[src/rtl/adc_params.svh]
`ifndef ADC_PARAMS_SVH
`define ADC_PARAMS_SVH

// Register offsets on the control bus.
`define ADC_OFS_FRAC_LO     8'h64
`define ADC_OFS_FRAC_HI     8'h65
`define ADC_OFS_FRAMES_LO   8'h67
`define ADC_OFS_FRAMES_MID  8'h68
`define ADC_OFS_FRAMES_HI   8'h69
`define ADC_OFS_RATE        8'h6a
`define ADC_OFS_FW_VER      8'h71
`define ADC_OFS_GO          8'h72
`define ADC_OFS_HSHELF_LO   8'h77
`define ADC_OFS_HSHELF_HI   8'h78
`define ADC_OFS_LSHELF_LO   8'h79
`define ADC_OFS_LSHELF_HI   8'h7a
`define ADC_OFS_HSHELF_GAIN 8'h7b
`define ADC_OFS_LSHELF_GAIN 8'h7c

// Reset values and the frame counter maximum.
`define ADC_SW_FRAC_LO      8'h46
`define ADC_SW_FRAC_HI      8'h5b
`define ADC_HW_FRAC_HI      8'h5b
`define ADC_RST_ZERO        8'h00
`define ADC_RST_FRAMES      24'h000000
`define ADC_FRAMES_MAX      24'hffffff

// Field positions and scale factors.
`define ADC_GO_BIT          0
`define ADC_FRAC_HI_WEIGHT  256
`define ADC_FRAC_SCALE      65536
`define ADC_GAIN_HALF_DB    3

// Seven-bit bus address of this device.
`define ADC_DEV_ADDR        7'h43

`endif

[src/rtl/adc_pkg.sv]
package adc_pkg;

	typedef enum logic {ADC_IDLE, ADC_DECODE} adc_dec_e;

	typedef enum logic [2:0] {
		ADC_I_IDLE, ADC_I_ADDR, ADC_I_AACK, ADC_I_PTR,
		ADC_I_WACK, ADC_I_WDATA, ADC_I_RDATA, ADC_I_RACK
	} adc_i2c_e;

	typedef struct packed {
		logic        frame_done;
		logic        sync_ok;
		logic [15:0] frac;
		logic        rate_upd;
		logic [7:0]  rate_kbps;
		logic        boot_done;
	} adc_core_s;

	typedef struct packed {
		logic [4:0]  out_div;
		logic [15:0] frac;
		logic [24:0] vco_mult;
	} adc_pll_s;

	typedef struct packed {
		logic [15:0]        treble_hz;
		logic [15:0]        bass_hz;
		logic signed [9:0]  treble_half_db;
		logic signed [9:0]  bass_half_db;
	} adc_tone_s;

endpackage : adc_pkg

[src/rtl/adc_byte_reg.sv]
`timescale 1ns/1ns
module adc_byte_reg #(
	parameter logic [7:0] HW_VAL  = 8'h00,
	parameter logic [7:0] SW_VAL  = 8'h00,
	parameter bit         HW_LOAD = 1'b1
) (
	input  wire logic       sys_clk_i,
	input  wire logic       rst_n_i,
	input  wire logic       sw_rst_i,
	input  wire logic       wr_i,
	input  wire logic [7:0] wr_data_i,
	input  wire logic       ld_i,
	input  wire logic [7:0] ld_data_i,
	output logic      [7:0] q_o
);

	// A register with HW_LOAD clear keeps whatever it held across a hardware reset.
	always_ff @(posedge sys_clk_i) begin
		if (!rst_n_i && HW_LOAD)
			q_o <= HW_VAL;
		else if (!rst_n_i)
			q_o <= q_o;
		else if (sw_rst_i)
			q_o <= SW_VAL;
		else if (ld_i)
			q_o <= ld_data_i;
		else if (wr_i)
			q_o <= wr_data_i;
	end

endmodule : adc_byte_reg

[src/rtl/adc_regs.sv]
//Contract
//- Fraction is high byte times 256 plus low.
//- Output clock follows the fractional divider formula.
//- Soft reset loads 0x46/0x5B; sync loads fraction.
//- 24-bit read-only counter advances per decoded frame.
//- Both resets clear the frame counter.
//- Average bitrate byte in whole kilobits per second.
//- Firmware version readable after boot completes.
//- Go bit leaves idle; resets to zero.
//- Treble corner is a 16-bit hertz pair.
//- Bass corner is a 16-bit hertz pair.
//- Treble gain signed, 1.5 dB per unit.
//- Bass gain signed, 1.5 dB per unit.
//- Oscillator ticks divided by divider plus one.
`timescale 1ns/1ns
`include "adc_params.svh"
module adc_regs #(
	// Arbitrary version code; a firmware build overrides it with its own.
	parameter logic [7:0] FW_VERSION = 8'h5a
) (
	input  wire logic              sys_clk_i,
	input  wire logic              rst_n_i,
	input  wire logic              sw_rst_i,
	input  wire logic              scl_i,
	input  wire logic              sda_i,
	output logic                   sda_o,
	output logic                   sda_oe_o,
	input  wire adc_pkg::adc_core_s core_i,
	input  wire logic [7:0]        pll_n_i,
	input  wire logic [7:0]        pll_m_i,
	input  wire logic [4:0]        output_divider_value_i,
	input  wire logic              vco_tick_i,
	output logic                   ref_en_o,
	output logic                   oversampling_output_clock_o,
	output adc_pkg::adc_pll_s      pll_o,
	output adc_pkg::adc_tone_s     tone_o,
	output logic                   run_o,
	output adc_pkg::adc_dec_e      dec_state_o
);
	import adc_pkg::*;

	logic [7:0]  ptr, sh, wr_data, rd_data, ref_cnt;
	logic [2:0]  bcnt;
	logic        got_byte, rw, scl_q, sda_q, wr, ptr_step;
	adc_i2c_e    ist;
	logic [7:0]  frac_lo, frac_hi, go_reg, mean_rate;
	logic [7:0]  hs_lo, hs_hi, ls_lo, ls_hi, hs_gain, ls_gain;
	logic [23:0] frames;
	logic [4:0]  out_cnt;
	logic        scl_rise, scl_fall, start_c, stop_c, frame_inc, fw_valid;

	assign scl_rise  = scl_i & ~scl_q;
	assign scl_fall  = ~scl_i & scl_q;
	assign start_c   = scl_i & scl_q & sda_q & ~sda_i;
	assign stop_c    = scl_i & scl_q & ~sda_q & sda_i;
	assign sda_o     = 1'b0;
	assign frame_inc = core_i.frame_done & (dec_state_o == ADC_DECODE);
	assign run_o     = go_reg[`ADC_GO_BIT];

	// Control bus: inputs are synchronous, so one sample is enough for edge detection.
	always_ff @(posedge sys_clk_i) begin
		if (!rst_n_i) begin
			scl_q <= 1'b1;
			sda_q <= 1'b1;
		end else begin
			scl_q <= scl_i;
			sda_q <= sda_i;
		end
	end

	// Byte engine of the control bus slave. The pointer auto-increments per data byte.
	always_ff @(posedge sys_clk_i) begin
		if (!rst_n_i || sw_rst_i) begin
			ist      <= ADC_I_IDLE;
			sh       <= 8'h00;
			bcnt     <= 3'h0;
			got_byte <= 1'b0;
			rw       <= 1'b0;
			ptr      <= 8'h00;
			sda_oe_o <= 1'b0;
			wr       <= 1'b0;
			wr_data  <= 8'h00;
			ptr_step <= 1'b0;
		end else begin
			wr <= 1'b0;
			if (start_c) begin
				ist      <= ADC_I_ADDR;
				bcnt     <= 3'h0;
				got_byte <= 1'b0;
				sda_oe_o <= 1'b0;
			end else if (stop_c) begin
				ist      <= ADC_I_IDLE;
				sda_oe_o <= 1'b0;
			end else if (scl_rise) begin
				unique case (ist)
					ADC_I_ADDR, ADC_I_PTR, ADC_I_WDATA: begin
						sh       <= {sh[6:0], sda_i};
						bcnt     <= bcnt + 3'h1;
						got_byte <= (bcnt == 3'h7);
					end
					ADC_I_RDATA: begin
						bcnt     <= bcnt + 3'h1;
						got_byte <= (bcnt == 3'h7);
					end
					ADC_I_RACK: begin
						if (sda_i)
							ist <= ADC_I_IDLE;
					end
					default: ;
				endcase
			end else if (scl_fall) begin
				unique case (ist)
					ADC_I_ADDR: begin
						if (got_byte && sh[7:1] == `ADC_DEV_ADDR) begin
							rw       <= sh[0];
							ist      <= ADC_I_AACK;
							sda_oe_o <= 1'b1;
						end else if (got_byte) begin
							ist <= ADC_I_IDLE;
						end
						got_byte <= 1'b0;
					end
					ADC_I_AACK: begin
						bcnt <= 3'h0;
						if (rw) begin
							sh       <= rd_data;
							sda_oe_o <= ~rd_data[7];
							ist      <= ADC_I_RDATA;
						end else begin
							sda_oe_o <= 1'b0;
							ist      <= ADC_I_PTR;
						end
					end
					ADC_I_PTR, ADC_I_WDATA: begin
						if (got_byte) begin
							if (ist == ADC_I_PTR) begin
								ptr <= sh;
							end else begin
								wr      <= 1'b1;
								wr_data <= sh;
							end
							ptr_step <= (ist == ADC_I_WDATA);
							sda_oe_o <= 1'b1;
							ist      <= ADC_I_WACK;
						end
						got_byte <= 1'b0;
					end
					ADC_I_WACK: begin
						if (ptr_step)
							ptr <= ptr + 8'h01;
						sda_oe_o <= 1'b0;
						bcnt     <= 3'h0;
						ist      <= ADC_I_WDATA;
					end
					ADC_I_RDATA: begin
						if (got_byte) begin
							sda_oe_o <= 1'b0;
							ptr      <= ptr + 8'h01;
							ist      <= ADC_I_RACK;
						end else begin
							sh       <= {sh[6:0], 1'b0};
							sda_oe_o <= ~sh[6];
						end
						got_byte <= 1'b0;
					end
					ADC_I_RACK: begin
						sh       <= rd_data;
						sda_oe_o <= ~rd_data[7];
						bcnt     <= 3'h0;
						ist      <= ADC_I_RDATA;
					end
					ADC_I_IDLE: ;
				endcase
			end
		end
	end

	// Read side: unmapped offsets and write-only gaps read as zero.
	always_comb begin
		unique case (ptr)
			`ADC_OFS_FRAC_LO:     rd_data = frac_lo;
			`ADC_OFS_FRAC_HI:     rd_data = frac_hi;
			`ADC_OFS_FRAMES_LO:   rd_data = frames[7:0];
			`ADC_OFS_FRAMES_MID:  rd_data = frames[15:8];
			`ADC_OFS_FRAMES_HI:   rd_data = frames[23:16];
			`ADC_OFS_RATE:        rd_data = mean_rate;
			`ADC_OFS_FW_VER:      rd_data = fw_valid ? FW_VERSION : `ADC_RST_ZERO;
			`ADC_OFS_GO:          rd_data = go_reg;
			`ADC_OFS_HSHELF_LO:   rd_data = hs_lo;
			`ADC_OFS_HSHELF_HI:   rd_data = hs_hi;
			`ADC_OFS_LSHELF_LO:   rd_data = ls_lo;
			`ADC_OFS_LSHELF_HI:   rd_data = ls_hi;
			`ADC_OFS_HSHELF_GAIN: rd_data = hs_gain;
			`ADC_OFS_LSHELF_GAIN: rd_data = ls_gain;
			default:              rd_data = `ADC_RST_ZERO;
		endcase
	end

	// Low fraction byte is left untouched by hardware reset. A sync load from the
	// core wins over a host write in the same cycle.
	adc_byte_reg #(.HW_VAL(`ADC_RST_ZERO), .SW_VAL(`ADC_SW_FRAC_LO), .HW_LOAD(1'b0)) u_frac_lo (
		.sys_clk_i(sys_clk_i), .rst_n_i(rst_n_i), .sw_rst_i(sw_rst_i),
		.wr_i(wr && ptr == `ADC_OFS_FRAC_LO), .wr_data_i(wr_data),
		.ld_i(core_i.sync_ok), .ld_data_i(core_i.frac[7:0]), .q_o(frac_lo));
	adc_byte_reg #(.HW_VAL(`ADC_HW_FRAC_HI), .SW_VAL(`ADC_SW_FRAC_HI)) u_frac_hi (
		.sys_clk_i(sys_clk_i), .rst_n_i(rst_n_i), .sw_rst_i(sw_rst_i),
		.wr_i(wr && ptr == `ADC_OFS_FRAC_HI), .wr_data_i(wr_data),
		.ld_i(core_i.sync_ok), .ld_data_i(core_i.frac[15:8]), .q_o(frac_hi));
	adc_byte_reg u_go (
		.sys_clk_i(sys_clk_i), .rst_n_i(rst_n_i), .sw_rst_i(sw_rst_i),
		.wr_i(wr && ptr == `ADC_OFS_GO), .wr_data_i({7'h00, wr_data[`ADC_GO_BIT]}),
		.ld_i(1'b0), .ld_data_i(8'h00), .q_o(go_reg));
	adc_byte_reg u_hs_lo (
		.sys_clk_i(sys_clk_i), .rst_n_i(rst_n_i), .sw_rst_i(sw_rst_i),
		.wr_i(wr && ptr == `ADC_OFS_HSHELF_LO), .wr_data_i(wr_data),
		.ld_i(1'b0), .ld_data_i(8'h00), .q_o(hs_lo));
	adc_byte_reg u_hs_hi (
		.sys_clk_i(sys_clk_i), .rst_n_i(rst_n_i), .sw_rst_i(sw_rst_i),
		.wr_i(wr && ptr == `ADC_OFS_HSHELF_HI), .wr_data_i(wr_data),
		.ld_i(1'b0), .ld_data_i(8'h00), .q_o(hs_hi));
	adc_byte_reg u_ls_lo (
		.sys_clk_i(sys_clk_i), .rst_n_i(rst_n_i), .sw_rst_i(sw_rst_i),
		.wr_i(wr && ptr == `ADC_OFS_LSHELF_LO), .wr_data_i(wr_data),
		.ld_i(1'b0), .ld_data_i(8'h00), .q_o(ls_lo));
	adc_byte_reg u_ls_hi (
		.sys_clk_i(sys_clk_i), .rst_n_i(rst_n_i), .sw_rst_i(sw_rst_i),
		.wr_i(wr && ptr == `ADC_OFS_LSHELF_HI), .wr_data_i(wr_data),
		.ld_i(1'b0), .ld_data_i(8'h00), .q_o(ls_hi));
	adc_byte_reg u_hs_gain (
		.sys_clk_i(sys_clk_i), .rst_n_i(rst_n_i), .sw_rst_i(sw_rst_i),
		.wr_i(wr && ptr == `ADC_OFS_HSHELF_GAIN), .wr_data_i(wr_data),
		.ld_i(1'b0), .ld_data_i(8'h00), .q_o(hs_gain));
	adc_byte_reg u_ls_gain (
		.sys_clk_i(sys_clk_i), .rst_n_i(rst_n_i), .sw_rst_i(sw_rst_i),
		.wr_i(wr && ptr == `ADC_OFS_LSHELF_GAIN), .wr_data_i(wr_data),
		.ld_i(1'b0), .ld_data_i(8'h00), .q_o(ls_gain));

	// Frames are counted only while decoding; the counter rolls over silently.
	always_ff @(posedge sys_clk_i) begin
		if (!rst_n_i || sw_rst_i)
			frames <= `ADC_RST_FRAMES;
		else if (frame_inc)
			frames <= frames + 24'h000001;
	end

	always_ff @(posedge sys_clk_i) begin
		if (!rst_n_i || sw_rst_i)
			mean_rate <= `ADC_RST_ZERO;
		else if (core_i.rate_upd)
			mean_rate <= core_i.rate_kbps;
	end

	// Boot status survives a soft reset: the firmware does not reload.
	always_ff @(posedge sys_clk_i) begin
		if (!rst_n_i)
			fw_valid <= 1'b0;
		else if (core_i.boot_done)
			fw_valid <= 1'b1;
	end

	always_ff @(posedge sys_clk_i) begin
		if (!rst_n_i || sw_rst_i)
			dec_state_o <= ADC_IDLE;
		else begin
			unique case (dec_state_o)
				ADC_IDLE:   if (run_o) dec_state_o <= ADC_DECODE;
				ADC_DECODE: if (!run_o) dec_state_o <= ADC_IDLE;
			endcase
		end
	end

	// Reference tick is the master clock divided by N+1.
	always_ff @(posedge sys_clk_i) begin
		if (!rst_n_i) begin
			ref_cnt  <= 8'h00;
			ref_en_o <= 1'b0;
		end else begin
			ref_en_o <= (ref_cnt == pll_n_i);
			ref_cnt  <= (ref_cnt == pll_n_i) ? 8'h00 : ref_cnt + 8'h01;
		end
	end

	// Output clock enable: one pulse per X+1 oscillator ticks.
	always_ff @(posedge sys_clk_i) begin
		if (!rst_n_i) begin
			out_cnt                     <= 5'h00;
			oversampling_output_clock_o <= 1'b0;
		end else begin
			oversampling_output_clock_o <= vco_tick_i && out_cnt == output_divider_value_i;
			if (vco_tick_i)
				out_cnt <= (out_cnt == output_divider_value_i) ? 5'h00 : out_cnt + 5'h01;
		end
	end

	always_ff @(posedge sys_clk_i) begin
		if (!rst_n_i) begin
			pll_o  <= '0;
			tone_o <= '0;
		end else begin
			pll_o.out_div  <= output_divider_value_i;
			pll_o.frac     <= {frac_hi, frac_lo};
			pll_o.vco_mult <= {({1'b0, pll_m_i} + 9'h001), frac_hi, frac_lo};
			tone_o.treble_hz      <= {hs_hi, hs_lo};
			tone_o.bass_hz        <= {ls_hi, ls_lo};
			tone_o.treble_half_db <= 10'(`ADC_GAIN_HALF_DB * $signed({{2{hs_gain[7]}}, hs_gain}));
			tone_o.bass_half_db   <= 10'(`ADC_GAIN_HALF_DB * $signed({{2{ls_gain[7]}}, ls_gain}));
		end
	end

	property p_frac_value;
		@(posedge sys_clk_i) disable iff (!rst_n_i)
		!sw_rst_i |-> ##1 pll_o.frac == 16'(`ADC_FRAC_HI_WEIGHT * $past(frac_hi) + $past(frac_lo));
	endproperty
	a_frac_value: assert property (p_frac_value) else $error("fraction mismatch");
	property p_sw_frac;
		@(posedge sys_clk_i) disable iff (!rst_n_i)
		sw_rst_i ##1 !sw_rst_i |-> ##1 pll_o.frac == 16'h5b46;
	endproperty
	a_sw_frac: assert property (p_sw_frac) else $error("soft reset fraction wrong");
	property p_sync_frac;
		@(posedge sys_clk_i) disable iff (!rst_n_i)
		(core_i.sync_ok && !sw_rst_i) |-> ##1 {frac_hi, frac_lo} == $past(core_i.frac);
	endproperty
	a_sync_frac: assert property (p_sync_frac) else $error("sync fraction not loaded");
	property p_frame_step;
		@(posedge sys_clk_i) disable iff (!rst_n_i)
		(frame_inc && !sw_rst_i) |=> frames == 24'($past(frames) + 24'h000001);
	endproperty
	a_frame_step: assert property (p_frame_step) else $error("frame count step wrong");
	property p_frame_hold;
		@(posedge sys_clk_i) disable iff (!rst_n_i)
		(!frame_inc && !sw_rst_i) |=> $stable(frames);
	endproperty
	a_frame_hold: assert property (p_frame_hold) else $error("frame count moved");
	property p_frame_clr;
		@(posedge sys_clk_i) disable iff (!rst_n_i)
		sw_rst_i |=> frames == `ADC_RST_FRAMES;
	endproperty
	a_frame_clr: assert property (p_frame_clr) else $error("frame count not cleared");
	property p_frame_wrap;
		@(posedge sys_clk_i) disable iff (!rst_n_i)
		(frames == `ADC_FRAMES_MAX && frame_inc) |=> frames == `ADC_RST_FRAMES;
	endproperty
	a_frame_wrap: assert property (p_frame_wrap) else $error("frame count did not wrap");
	property p_go_start;
		@(posedge sys_clk_i) disable iff (!rst_n_i)
		(wr && ptr == `ADC_OFS_GO && wr_data[0] && !sw_rst_i) ##1 !sw_rst_i
			|-> ##1 dec_state_o == ADC_DECODE;
	endproperty
	a_go_start: assert property (p_go_start) else $error("decoder stayed idle");
	property p_treble_gain;
		@(posedge sys_clk_i) disable iff (!rst_n_i)
		(wr && ptr == `ADC_OFS_HSHELF_GAIN && !sw_rst_i) ##1 !sw_rst_i
			|-> ##1 tone_o.treble_half_db == 10'($signed($past(wr_data, 2)) * 3);
	endproperty
	a_treble_gain: assert property (p_treble_gain) else $error("treble gain wrong");
	property p_bass_gain;
		@(posedge sys_clk_i) disable iff (!rst_n_i)
		(wr && ptr == `ADC_OFS_LSHELF_GAIN && !sw_rst_i) ##1 !sw_rst_i
			|-> ##1 tone_o.bass_half_db == 10'($signed($past(wr_data, 2)) * 3);
	endproperty
	a_bass_gain: assert property (p_bass_gain) else $error("bass gain wrong");
endmodule : adc_regs

[config.mk]
export PLATFORM = sky130hd
export DESIGN_NAME = adc_regs
export DESIGN_NICKNAME = d
export VERILOG_FILES = /design/src/rtl/adc_pkg.sv /design/src/rtl/adc_byte_reg.sv /design/src/rtl/adc_regs.sv
export VERILOG_INCLUDE_DIRS = /design/src /design/src/rtl
export SDC_FILE = /design/constraint.sdc
export NUM_CORES = 1
export LEC_CHECK = 0
export BUFFER_PORTS_ARGS = -buffer_cell sky130_fd_sc_hd__buf_2
export CORE_ASPECT_RATIO = 0.75
export CORE_MARGIN = 3
export CORE_UTILIZATION = 54
export CTS_BUF_LIST = sky130_fd_sc_hd__clkbuf_4 sky130_fd_sc_hd__clkbuf_8
export CTS_CLUSTER_DIAMETER = 30
export DETAILED_ROUTE_END_ITERATION = 12
export GPL_ROUTABILITY_DRIVEN = 0
export HOLD_SLACK_MARGIN = 0.03
export PLACE_DENSITY = 0.78
export SLEW_MARGIN = 20
export SYNTH_ARGS = -nofsm -noshare
export SYNTH_HDL_FRONTEND = slang
export SYNTH_HIERARCHICAL = 1
export SYNTH_SLANG_ARGS = --single-unit
export TNS_END_PERCENT = 5
[constraint.sdc]
create_clock -name sys_clk_i -period 2.2 [get_ports sys_clk_i]
set_input_delay 0.11 -clock sys_clk_i [delete_from_list [all_inputs] [get_ports sys_clk_i]]
set_output_delay 0.11 -clock sys_clk_i [all_outputs]
set_load 0.03 [all_outputs]
* Word level (Yosys, flattened, before mapping) *
Index checks and enable logic that the tools add are counted.

cells by class
  $add $sub $neg = 6
  multipliers = 2
  eq/ne operators = 45
  muxes and demuxes = 45
  bitwise gates (word level) = 22
  reduce and logical (&&, ||, !) cells = 42

operators by type and width
  cell                                                                count
  8-bit by 7-bit == test with 1-bit output, second input constant     14
  8-bit case mux with 14 select lines                                 1
  8-bit 2-to-1 mux                                                    13
  8-bit case mux with 3 select lines                                  2
  3-bit 2-to-1 mux                                                    13
  7-bit AND reduction                                                 4
  24-bit by 1-bit adder with 24-bit output, second input constant     1
  3-bit by 8-bit multiplier with 10-bit output, first input constant  2
  3-bit case mux with 6 select lines                                  1
  8-bit by 1-bit adder with 8-bit output, second input constant       2
  2-bit inequality test, second input constant                        8
  3-bit == test, second input constant                                5
  1-bit NOT                                                           14
  1-bit 2-to-1 mux                                                    12
  3-bit inequality test, second input constant                        4
  6-bit AND reduction                                                 2
  1-bit logical AND                                                   11
  5-bit inequality test, second input constant                        2
  8-bit by 1-bit adder with 9-bit output, second input constant       1
  9-bit AND reduction                                                 1
  3-bit OR reduction                                                  3
  1-bit bitwise AND                                                   8
  8-bit == test                                                       1
  4-bit AND reduction                                                 2
  other kinds (26)                                                    35

storage, ports and cells
  register bits = 249
  bits of input ports = 55
  output and inout bits = 104

* Logic depth before layout (Yosys ltp) *
Gate-level depths: netlist of run 1.

  depth after elaboration = 8
  mapped depth = 10

* Cells and area by module *
The synthesis of run 1 kept the hierarchy.

by module, submodules not included
  module                    instances  cells each  area an instance (um^2)  seq. area each (um^2)
  adc_regs                  1          934         8409.3                   3363.2
  adc_byte_reg (u_go ...)   7          36          375.4                    160.2
  adc_byte_reg (u_frac_hi)  1          37          405.4                    160.2
  adc_byte_reg (u_frac_lo)  1          27          381.6                    240.2

* Worst setup path before layout of run 1 *
No wires, ideal clock.

  path type = reg2reg
  start point = register u_ls_gain.q_o[1]
  end point = register tone_o[8] (netlist name)
  setup time = 0.128 ns
  data arrival time = 1.989 ns
  slack = 0.084 ns
  cell stages (with the launch flop) = 10
  path buffers = 0
  period minus slack after synthesis = 2.116 ns
  path through = dfxtp_1 > ha_1 > ha_1 > fa_1 > a21o_1 > a21oi_1 > o21bai_1 > a21oi_1 > xor2_1 > nor2_1

between the ends
  cells in the longest elaborated chain, start to end = 1

RTL lines
  element                                                        RTL line            text
  start, declared                                                adc_byte_reg.sv:14  output logic [7:0] q_o
  start signal, assigned                                         adc_byte_reg.sv:22  q_o <= q_o;
  start signal, assigned                                         adc_byte_reg.sv:26  q_o <= ld_data_i;
  start signal, assigned                                         adc_byte_reg.sv:28  q_o <= wr_data_i;
  3-bit by 8-bit multiplier with 10-bit output (no source line)  --
  end, declared                                                  adc_regs.sv:36      output adc_pkg::adc_tone_s tone_o,

Every way passes these cells.
A chain may end at the register's enable or synchronous reset.

* Final worst setup path of run 1 *
  start point = register ptr[0]
  end point = register sh[4]

between the ends
  cells in the longest elaborated chain, start to end = 6
  elaborated cells between the ends (all ways) = 19
  classes of those cells = eq/ne: 14; mux: 5

RTL lines
  element                                   RTL line         text
  start, declared                           adc_regs.sv:42   logic [7:0] ptr, sh, wr_data, rd_data, ref_cnt;
  start signal, assigned                    adc_regs.sv:137  ptr <= sh;
  start signal, assigned                    adc_regs.sv:150  ptr <= ptr + 8'h01;
  start signal, assigned                    adc_regs.sv:158  ptr <= ptr + 8'h01;
  8-bit by 7-bit == test with 1-bit output  adc_regs.sv:180  unique case (ptr)
  8-bit case mux with 14 select lines (*)   adc_regs.sv:180
  8-bit 2-to-1 mux                          adc_regs.sv:125  if (rw) begin
  8-bit case mux with 3 select lines (*)    adc_regs.sv:112  unique case (ist)
  8-bit 2-to-1 mux (*)                      adc_regs.sv:111  end else if (scl_fall) begin
  8-bit 2-to-1 mux (*)                      adc_regs.sv:94   end else if (scl_rise) begin
  end signal, assigned                      adc_regs.sv:97   sh <= {sh[6:0], sda_i};
  end signal, assigned                      adc_regs.sv:126  sh <= rd_data;
  end signal, assigned                      adc_regs.sv:161  sh <= {sh[6:0], 1'b0};
  end, declared                             adc_regs.sv:42

Mark *: on every way between the ends. The rest lies on a longest branch, timed or not. The select of a mux whose other input is x is not followed.

==> results of run 1 <==
logic make-up (layout without fill, tap and decap cells):
| group | count (synthesis) | in the layout | share of synthesized area (%) |
|---|---|---|---|
| other cells | 1 | 128 | 0.03172 |
| simple gates | 441 | 441 | 20.20 |
| mux | 92 | 92 | 7.958 |
| flops | 240 | 240 | 41.31 |
| compound gates | 255 | 255 | 15.83 |
| fa+ha+maj | 41 | 41 | 4.466 |
| xor+xnor | 67 | 67 | 4.963 |
| buf+inv | 113 | 394 | 5.238 |
worst max path at each step:
stage / endpoint / depth (start not counted) / start / slack, ps
after floorplan: tone_o[8]$_SDFF_PN0_ / 9 / u_ls_gain/q_o[1]$_SDFFE_PP0P_ / 80
after global placement: sh[5]$_SDFFE_PP0P_ / 8 / scl_q$_SDFF_PN1_ / 60
after detailed placement: tone_o[18]$_SDFF_PN0_ / 9 / u_hs_gain/q_o[1]$_SDFFE_PP0P_ / -7
after CTS: sh[5]$_SDFFE_PP0P_ / 8 / scl_q$_SDFF_PN1_ / 1
after global routing: sh[4]$_SDFFE_PP0P_ / 8 / ptr[0]$_SDFFE_PP0P_ / -140
final: sh[4]$_SDFFE_PP0P_ / 8 / ptr[0]$_SDFFE_PP0P_ / -60
state kept, by name (all words and copies together), names as in the netlist, 8 cells and up:
register and flops:
frames 24, mean_rate 8, pll_o 30, ptr 8, ref_cnt 8, sh 8, tone_o 52, u_frac_hi/q_o 8
u_frac_lo/q_o 8, u_go/q_o 8, u_hs_gain/q_o 8, u_hs_hi/q_o 8, u_hs_lo/q_o 8, u_ls_gain/q_o 8, u_ls_hi/q_o 8, u_ls_lo/q_o 8
wr_data 8
cells in the final DEF (no fill, tap or decap), drive strengths merged, types with 57 or more instances in the layout:
| cell | synthesis | routed |
|---|---|---|
| dlygate4sd3 | 0 | 57 |
| nand2 | 59 | 59 |
| conb | 1 | 127 |
| clkbuf | 38 | 62 |
| mux2i | 85 | 85 |
| nor2b | 72 | 72 |
| buf | 51 | 231 |
| and2 | 69 | 69 |
| dfxtp | 232 | 232 |
| a211oi | 62 | 62 |
| nor2 | 116 | 116 |
worst max-delay path, cell delays in order (launching register included):
cell,delay [ps]
dfxtp_1,360
ha_1,420
buf_4,240
nand4b_1,90
o221ai_1,130
a22oi_1,290
nand3_1,120
a2111oi_1,410
nor3_1,80
cell usage after synthesis, drive strengths merged, types with 4 or more instances:
master	number	area share, %
nor2b	72	3.9
nor4	6	0.32
o21bai	4	0.25
ha	39	4.1
a221oi	4	0.44
nand2	59	1.9
and3	14	0.74
clkbuf	38	1.2
xnor2	19	1.4
nand4	13	0.69
a22o	5	0.44
a22oi	29	1.8
a32oi	7	0.52
a222oi	4	0.34
a21o	7	0.44
xor2	48	3.6
mux2	7	0.76
dfxtp	232	39
a2bb2oi	4	0.30
o22ai	7	0.37
nor2	116	3.7
o21ai	26	1.1
and2	69	3.7
nand3	33	1.4
inv	23	0.73
mux2i	85	7.2
o211ai	4	0.25
and4	5	0.37
edfxtp	8	2.0
nand2b	19	1.0
nor3b	4	0.30
buf	51	3.3
nand3b	5	0.32
or3	4	0.21
a21oi	48	2.0
o31ai	4	0.25
nor3	9	0.38
a211oi	62	4.0
a31oi	8	0.60
what timing repair did:
action,CTS,global route
endpoints found under the hold margin,52,0
hold buffers,58,0
endpoints found under the setup margin,2,49
gates resized for setup,3,15
setup buffers,0,1
pin swaps,1,5
final cells by class:
| class | instances | area, µm² | share of cell area (%) |
|---|---|---|---|
| antenna | 1 | 2.502 | 0.01640 |
| tap | 288 | 360.3 | 2.361 |
| multi-input combinational | 1023 | 6838 | 44.81 |
| timing repair buffer | 289 | 1987 | 13.02 |
| sequential | 240 | 4888 | 32.03 |
| clock inverter | 19 | 279.0 | 1.828 |
| clock buffer | 62 | 815.8 | 5.346 |
| inverter | 24 | 90.09 | 0.5903 |
through the flow:
stage	std cells	worst slack [ps]	hold WS (ps)
after floorplan	1376	83.67	182.4
after global placement	1805	56.79	304.7
after detailed placement	1805	-7.177	314.5
after CTS	1944	1.247	46.22
after global routing	1945	-141.5	85.77
final	1946	-56.80	73.12
routing by layer:
layer  track usage (%)  vias up  share of wire (%)
li1                  -     5064                  -
met3             6.763       97                9.9
met5                 0        -                  0
met4             10.25        0                3.3
met1             39.27     5025                 43
met2             45.09      576                 44
power groups by stage:
stage / logic [mW] / clock network (mW) / registers [mW]
after floorplan: 0.472 / 0 / 4.81
after global routing: 1.04 / 5.42 / 4.64
after detailed placement: 0.827 / 0 / 4.72
after CTS: 0.923 / 5.20 / 4.63
final: 0.958 / 5.15 / 4.64
after global placement: 0.817 / 0 / 4.72
==> flow_summary.toml, run 1 <==
[status]
status = "complete, but fails checks"
violations = "setup timing"

[sta]
setup_violations = 1
layout_min_cycle_time_ps = 2257
final.setup.worst_slack_ps = -56.80
grt_setup_unrepaired = "true"
tightest_slew_ps = 677.7
fmax_ghz = 0.4431
fin_worst_skew_ps = 31.47
drv_slew = 0
relSlewSlack_pct = 54.76
setup_tns_ps = -56.80
finalCritPeriodShare_pct = 102.6
hold_viol = 0

[final_layout]
fin_nets = 1718
fin_util_pct = 71.66
fill_cells = 1579
final_cell_area_mm2 = 0.01526
area_delta_synth_final_pct = 29.07
drive_gt1_share_pct = 21.61

[detailed_routing]
drt_iter0_markers = 1118
route.vias.total = 10760
drt_pass1_iterations = 8
ant_nets = 0
wl_um = 35140
drc = 0
viasPerCell = 5.530
avgRoutedWirePerCell_um = 18.06

[synthesis]
synth.avg_cell_area_um2 = 9.459
synth_cell_type_count = 91
synth_seq_cells = 240
syn_area_mm2 = 0.01182
syn_inst = 1250
ys_seq_area_share_pct = 41.31
synthArstFlopShare_pct = 0
ys.flop_type = "dfxtp_1"
yosys_warnings = 6
synth_edf_count = 8

[floorplanning]
die_h_um = 134.2
rows = 46
fp.dieW_um = 176.9
initial_core_util_pct = 55.52
core_mm2 = 0.02130
dieArea_mm2 = 0.02373
io_pins = 159

[power]
power.density_mw_per_mm2 = 704.1
p_comb_share_pct = 8.9
p_clk_share_pct = 47.9
total_power_mw = 10.74
ir_drop_v = 0.0004710
switching_share_pct = 25.06
p_leak_nw = 6.531
power_frac_seq_pct = 43.1
netSwitchingPower_mw = 2.693
power.internal_mw = 8.052

[placement]
portBuffers = 157
place_area_mm2 = 0.01351
dp.final_hpwl_um = 24160

[clocking]
clock_path_buffers = 3
clk_latency_ps = 570
clock-sinks = 240
clkTransAtPathRegs_ps = 70
numCtsBuffers = 44
htree_num_levels = 2
cts_tree = "done"
cts_root_buffer = "clkbuf_8"

[setup_path]
critPathMaxFanout = 11
r2r-end = "sh[4]$_SDFFE_PP0P_"
cp-start-kind = "register"
regToRegStartpoint = "ptr[0]$_SDFFE_PP0P_"
required_ps = 2650
reg2reg_slack_ps = -60
worst_ep_arrival_time_ps = 2710
worstSetupPathType = "reg2reg"
rr_worst_depth = 8
end_kind = "register"

[grt]
grt_pass1_vias = 10360
antenna_found_initial = 0
grt_max_degree = 52
overflow = 0
grt_pass1_wl_um = 54810
grt.total_usage_pct = 28.83

[min_path]
min_to = "u_frac_lo/q_o[3]$_SDFFCE_PP0P_"
holdCritPathClass = "in2reg"
hold_depth = 2
hp-start = "sw_rst_i"

[run]
drv_cap = 0
(Power assumes the default switching activity.)
==> run 2, diff against run 1 <==
- CELL_PAD_IN_SITES_DETAIL_PLACEMENT: unset -> 1
- CELL_PAD_IN_SITES_GLOBAL_PLACEMENT: unset -> 1
- CORE_UTILIZATION: 54 -> 42
- PLACE_DENSITY: 0.78 -> unset
- PLACE_DENSITY_LB_ADDON: unset -> 0.1
==> run 2 against run 1 <==
  * Routed wire length up 20%
  * Critical path depth is 1 higher
  * Sequential cell count did not move
  * Largest power group unchanged
  * Setup slack gained 72 ps
  * First-iteration DRC count shrank 38%
  * Clock power rose by 6.4%
  * Count of clock-buffer cells in the layout up 3
  * Core utilization fell by 15 points
  * The flow now finishes without violations
  * Largest cell class unchanged
  * Final cell count grew 4.6%
  * Combinational power up 3.4%
  * Non-clock buffer count rose by 13
==> flow_summary.toml, run 2 (same netlist as run 1, synthesis figures left out) <==
[floorplanning]
fp.dieW_um = 199.7
dieArea_mm2 = 0.03022
initial_core_util_pct = 43.27
rows = 52
io_pins = 159
die_h_um = 151.3
core_mm2 = 0.02733

[detailed_routing]
avgRoutedWirePerCell_um = 20.67
dr_wl_met2_um = 19090
wl_met1_um = 19300
drt_pass1_iterations = 5
route.vias.total = 10760
ant_nets = 0
wl_um = 42050
viasPerCell = 5.289
met3_wirelength_um = 2707
drc = 0
drt_iter0_markers = 696
top_layer = "met4"

[grt]
antenna_found_initial = 1
grt_pass1_vias = 11340
grt.total_usage_pct = 27.72
overflow = 0
grt_pass1_wl_um = 64690
grt_max_degree = 29

[final_layout]
top_regs = "tone_o x52, pll_o x30, frames x24"
largest_reg_flops = 52
area_delta_synth_final_pct = 31.68
top_register = "tone_o"
layout_commonest_cell = "dfxtp_1"
drive_gt1_share_pct = 23.41
fin_util_pct = 56.98
fin_nets = 1737
fill_cells = 3165
layout_common_cells = "dfxtp_1, buf_2, conb_1"

[sta]
grt_setup_unrepaired = "true"
layout_min_cycle_time_ps = 2185
setup_tns_ps = 0
finalCritPeriodShare_pct = 99.30
fin_worst_skew_ps = 41.07
relSlewSlack_pct = 47.39
fmax_ghz = 0.4578
tightest_slew_ps = 788.0
setup_violations = 0
hold_viol = 0
drv_slew = 0

[setup_path]
cpMostUsedCell = "ha_1"
slowest_stage = "fa_1"
worstSetupPathType = "reg2reg"
crit_path_cell_trace = "ha_1 -> ha_1 -> fa_1 -> a21o_1 -> a21oi_2 -> o21bai_1 -> a21oi_1 -> xor2_1 -> nor2_1"
cp_slowest_stage_delay_ps = 380
critPathTopFamily = "adder cells"
worst_ep_arrival_time_ps = 2660
critPathMaxFanout = 3
critPathBufInv = 0
cp-start-kind = "register"
required_ps = 2670
end_kind = "register"

[status]
status = "complete, no violations"

[clocking]
clock-sinks = 240
cts_root_buffer = "clkbuf_8"
clock_path_buffers = 3
clkTransAtPathRegs_ps = 60
cts_tree = "done"
htree_num_levels = 2
numCtsBuffers = 50
clk_latency_ps = 610
post_cts_buffers = 0

[min_path]
holdCritPathClass = "in2reg"

[power]
total_power_mw = 11.12
p_leak_nw = 6.634
ir_drop_v = 0.0003791
power.density_mw_per_mm2 = 714.2

[placement]
dp.final_hpwl_um = 29750
portBuffers = 157

[run]
drv_cap = 0
-- run 2: routing by layer --
| layer | vias up | global-route usage (%) |
|---|---|---|
| met5 | - | 0 |
| met4 | 0 | 7.810 |
| met3 | 72 | 6.048 |
| met2 | 343 | 44.99 |
| met1 | 5241 | 37.40 |
| li1 | 5108 | - |
-- run 2: metrics by stage --
step           setup slack (ps)  cell area, µm²  cells  hold slack, ps
5_1_grt                  -117.4           15570   2035           60.61
3_5_place_dp             -7.819           13700   1881           314.7
3_3_place_gp              59.95           13700   1881           304.6
2_1_floorplan             83.67           12300   1376           182.4
6_report                  15.46           15570   2035           72.73
4_1_cts                  -18.01           15490   2035           30.30
-- run 2: final cells by class --
cell class / count / area (µm²) / area share [%]
Inverter: 24 / 90.09 / 0.5786
Multi-Input combinational cell: 1023 / 6874 / 44.15
Clock inverter: 29 / 332.8 / 2.138
Antenna cell: 1 / 2.502 / 0.01607
Clock buffer: 65 / 844.6 / 5.424
Timing Repair Buffer: 302 / 2092 / 13.44
Tap cell: 351 / 439.2 / 2.821
Sequential cell: 240 / 4895 / 31.44
-- run 2: final timing paths --
path	startpoint	end	slack [ps]	depth (start not counted)
hold / removal	sw_rst_i	u_frac_lo/q_o[3]$_SDFFCE_PP0P_	70	3
setup / recovery	u_ls_gain/q_o[1]$_SDFFE_PP0P_	tone_o[8]$_SDFF_PN0_	20	9
setup reg to reg	u_ls_gain/q_o[1]$_SDFFE_PP0P_	tone_o[8]$_SDFF_PN0_	20	9
hold reg to reg	u_hs_lo/q_o[6]$_SDFFE_PP0P_	tone_o[42]$_SDFF_PN0_	510	1
-- run 2: worst min-delay path, stage by stage --
cell and delay (ps):
buf_2 130, buf_4 200, nor2_1 110
-- run 2: timing repair --
action,CTS,global route
resized for setup,5,25
endpoints found under the hold margin,54,0
endpoints found under the setup margin,8,57
hold buffers,60,0
pin swaps,0,6
-- run 2: where the power goes --
part | switching, mW | internal [mW] | total (mW)
clock | 2.20 | 3.28 | 5.48
combinational | 0.595 | 0.395 | 0.991
sequential | 0.129 | 4.52 | 4.65
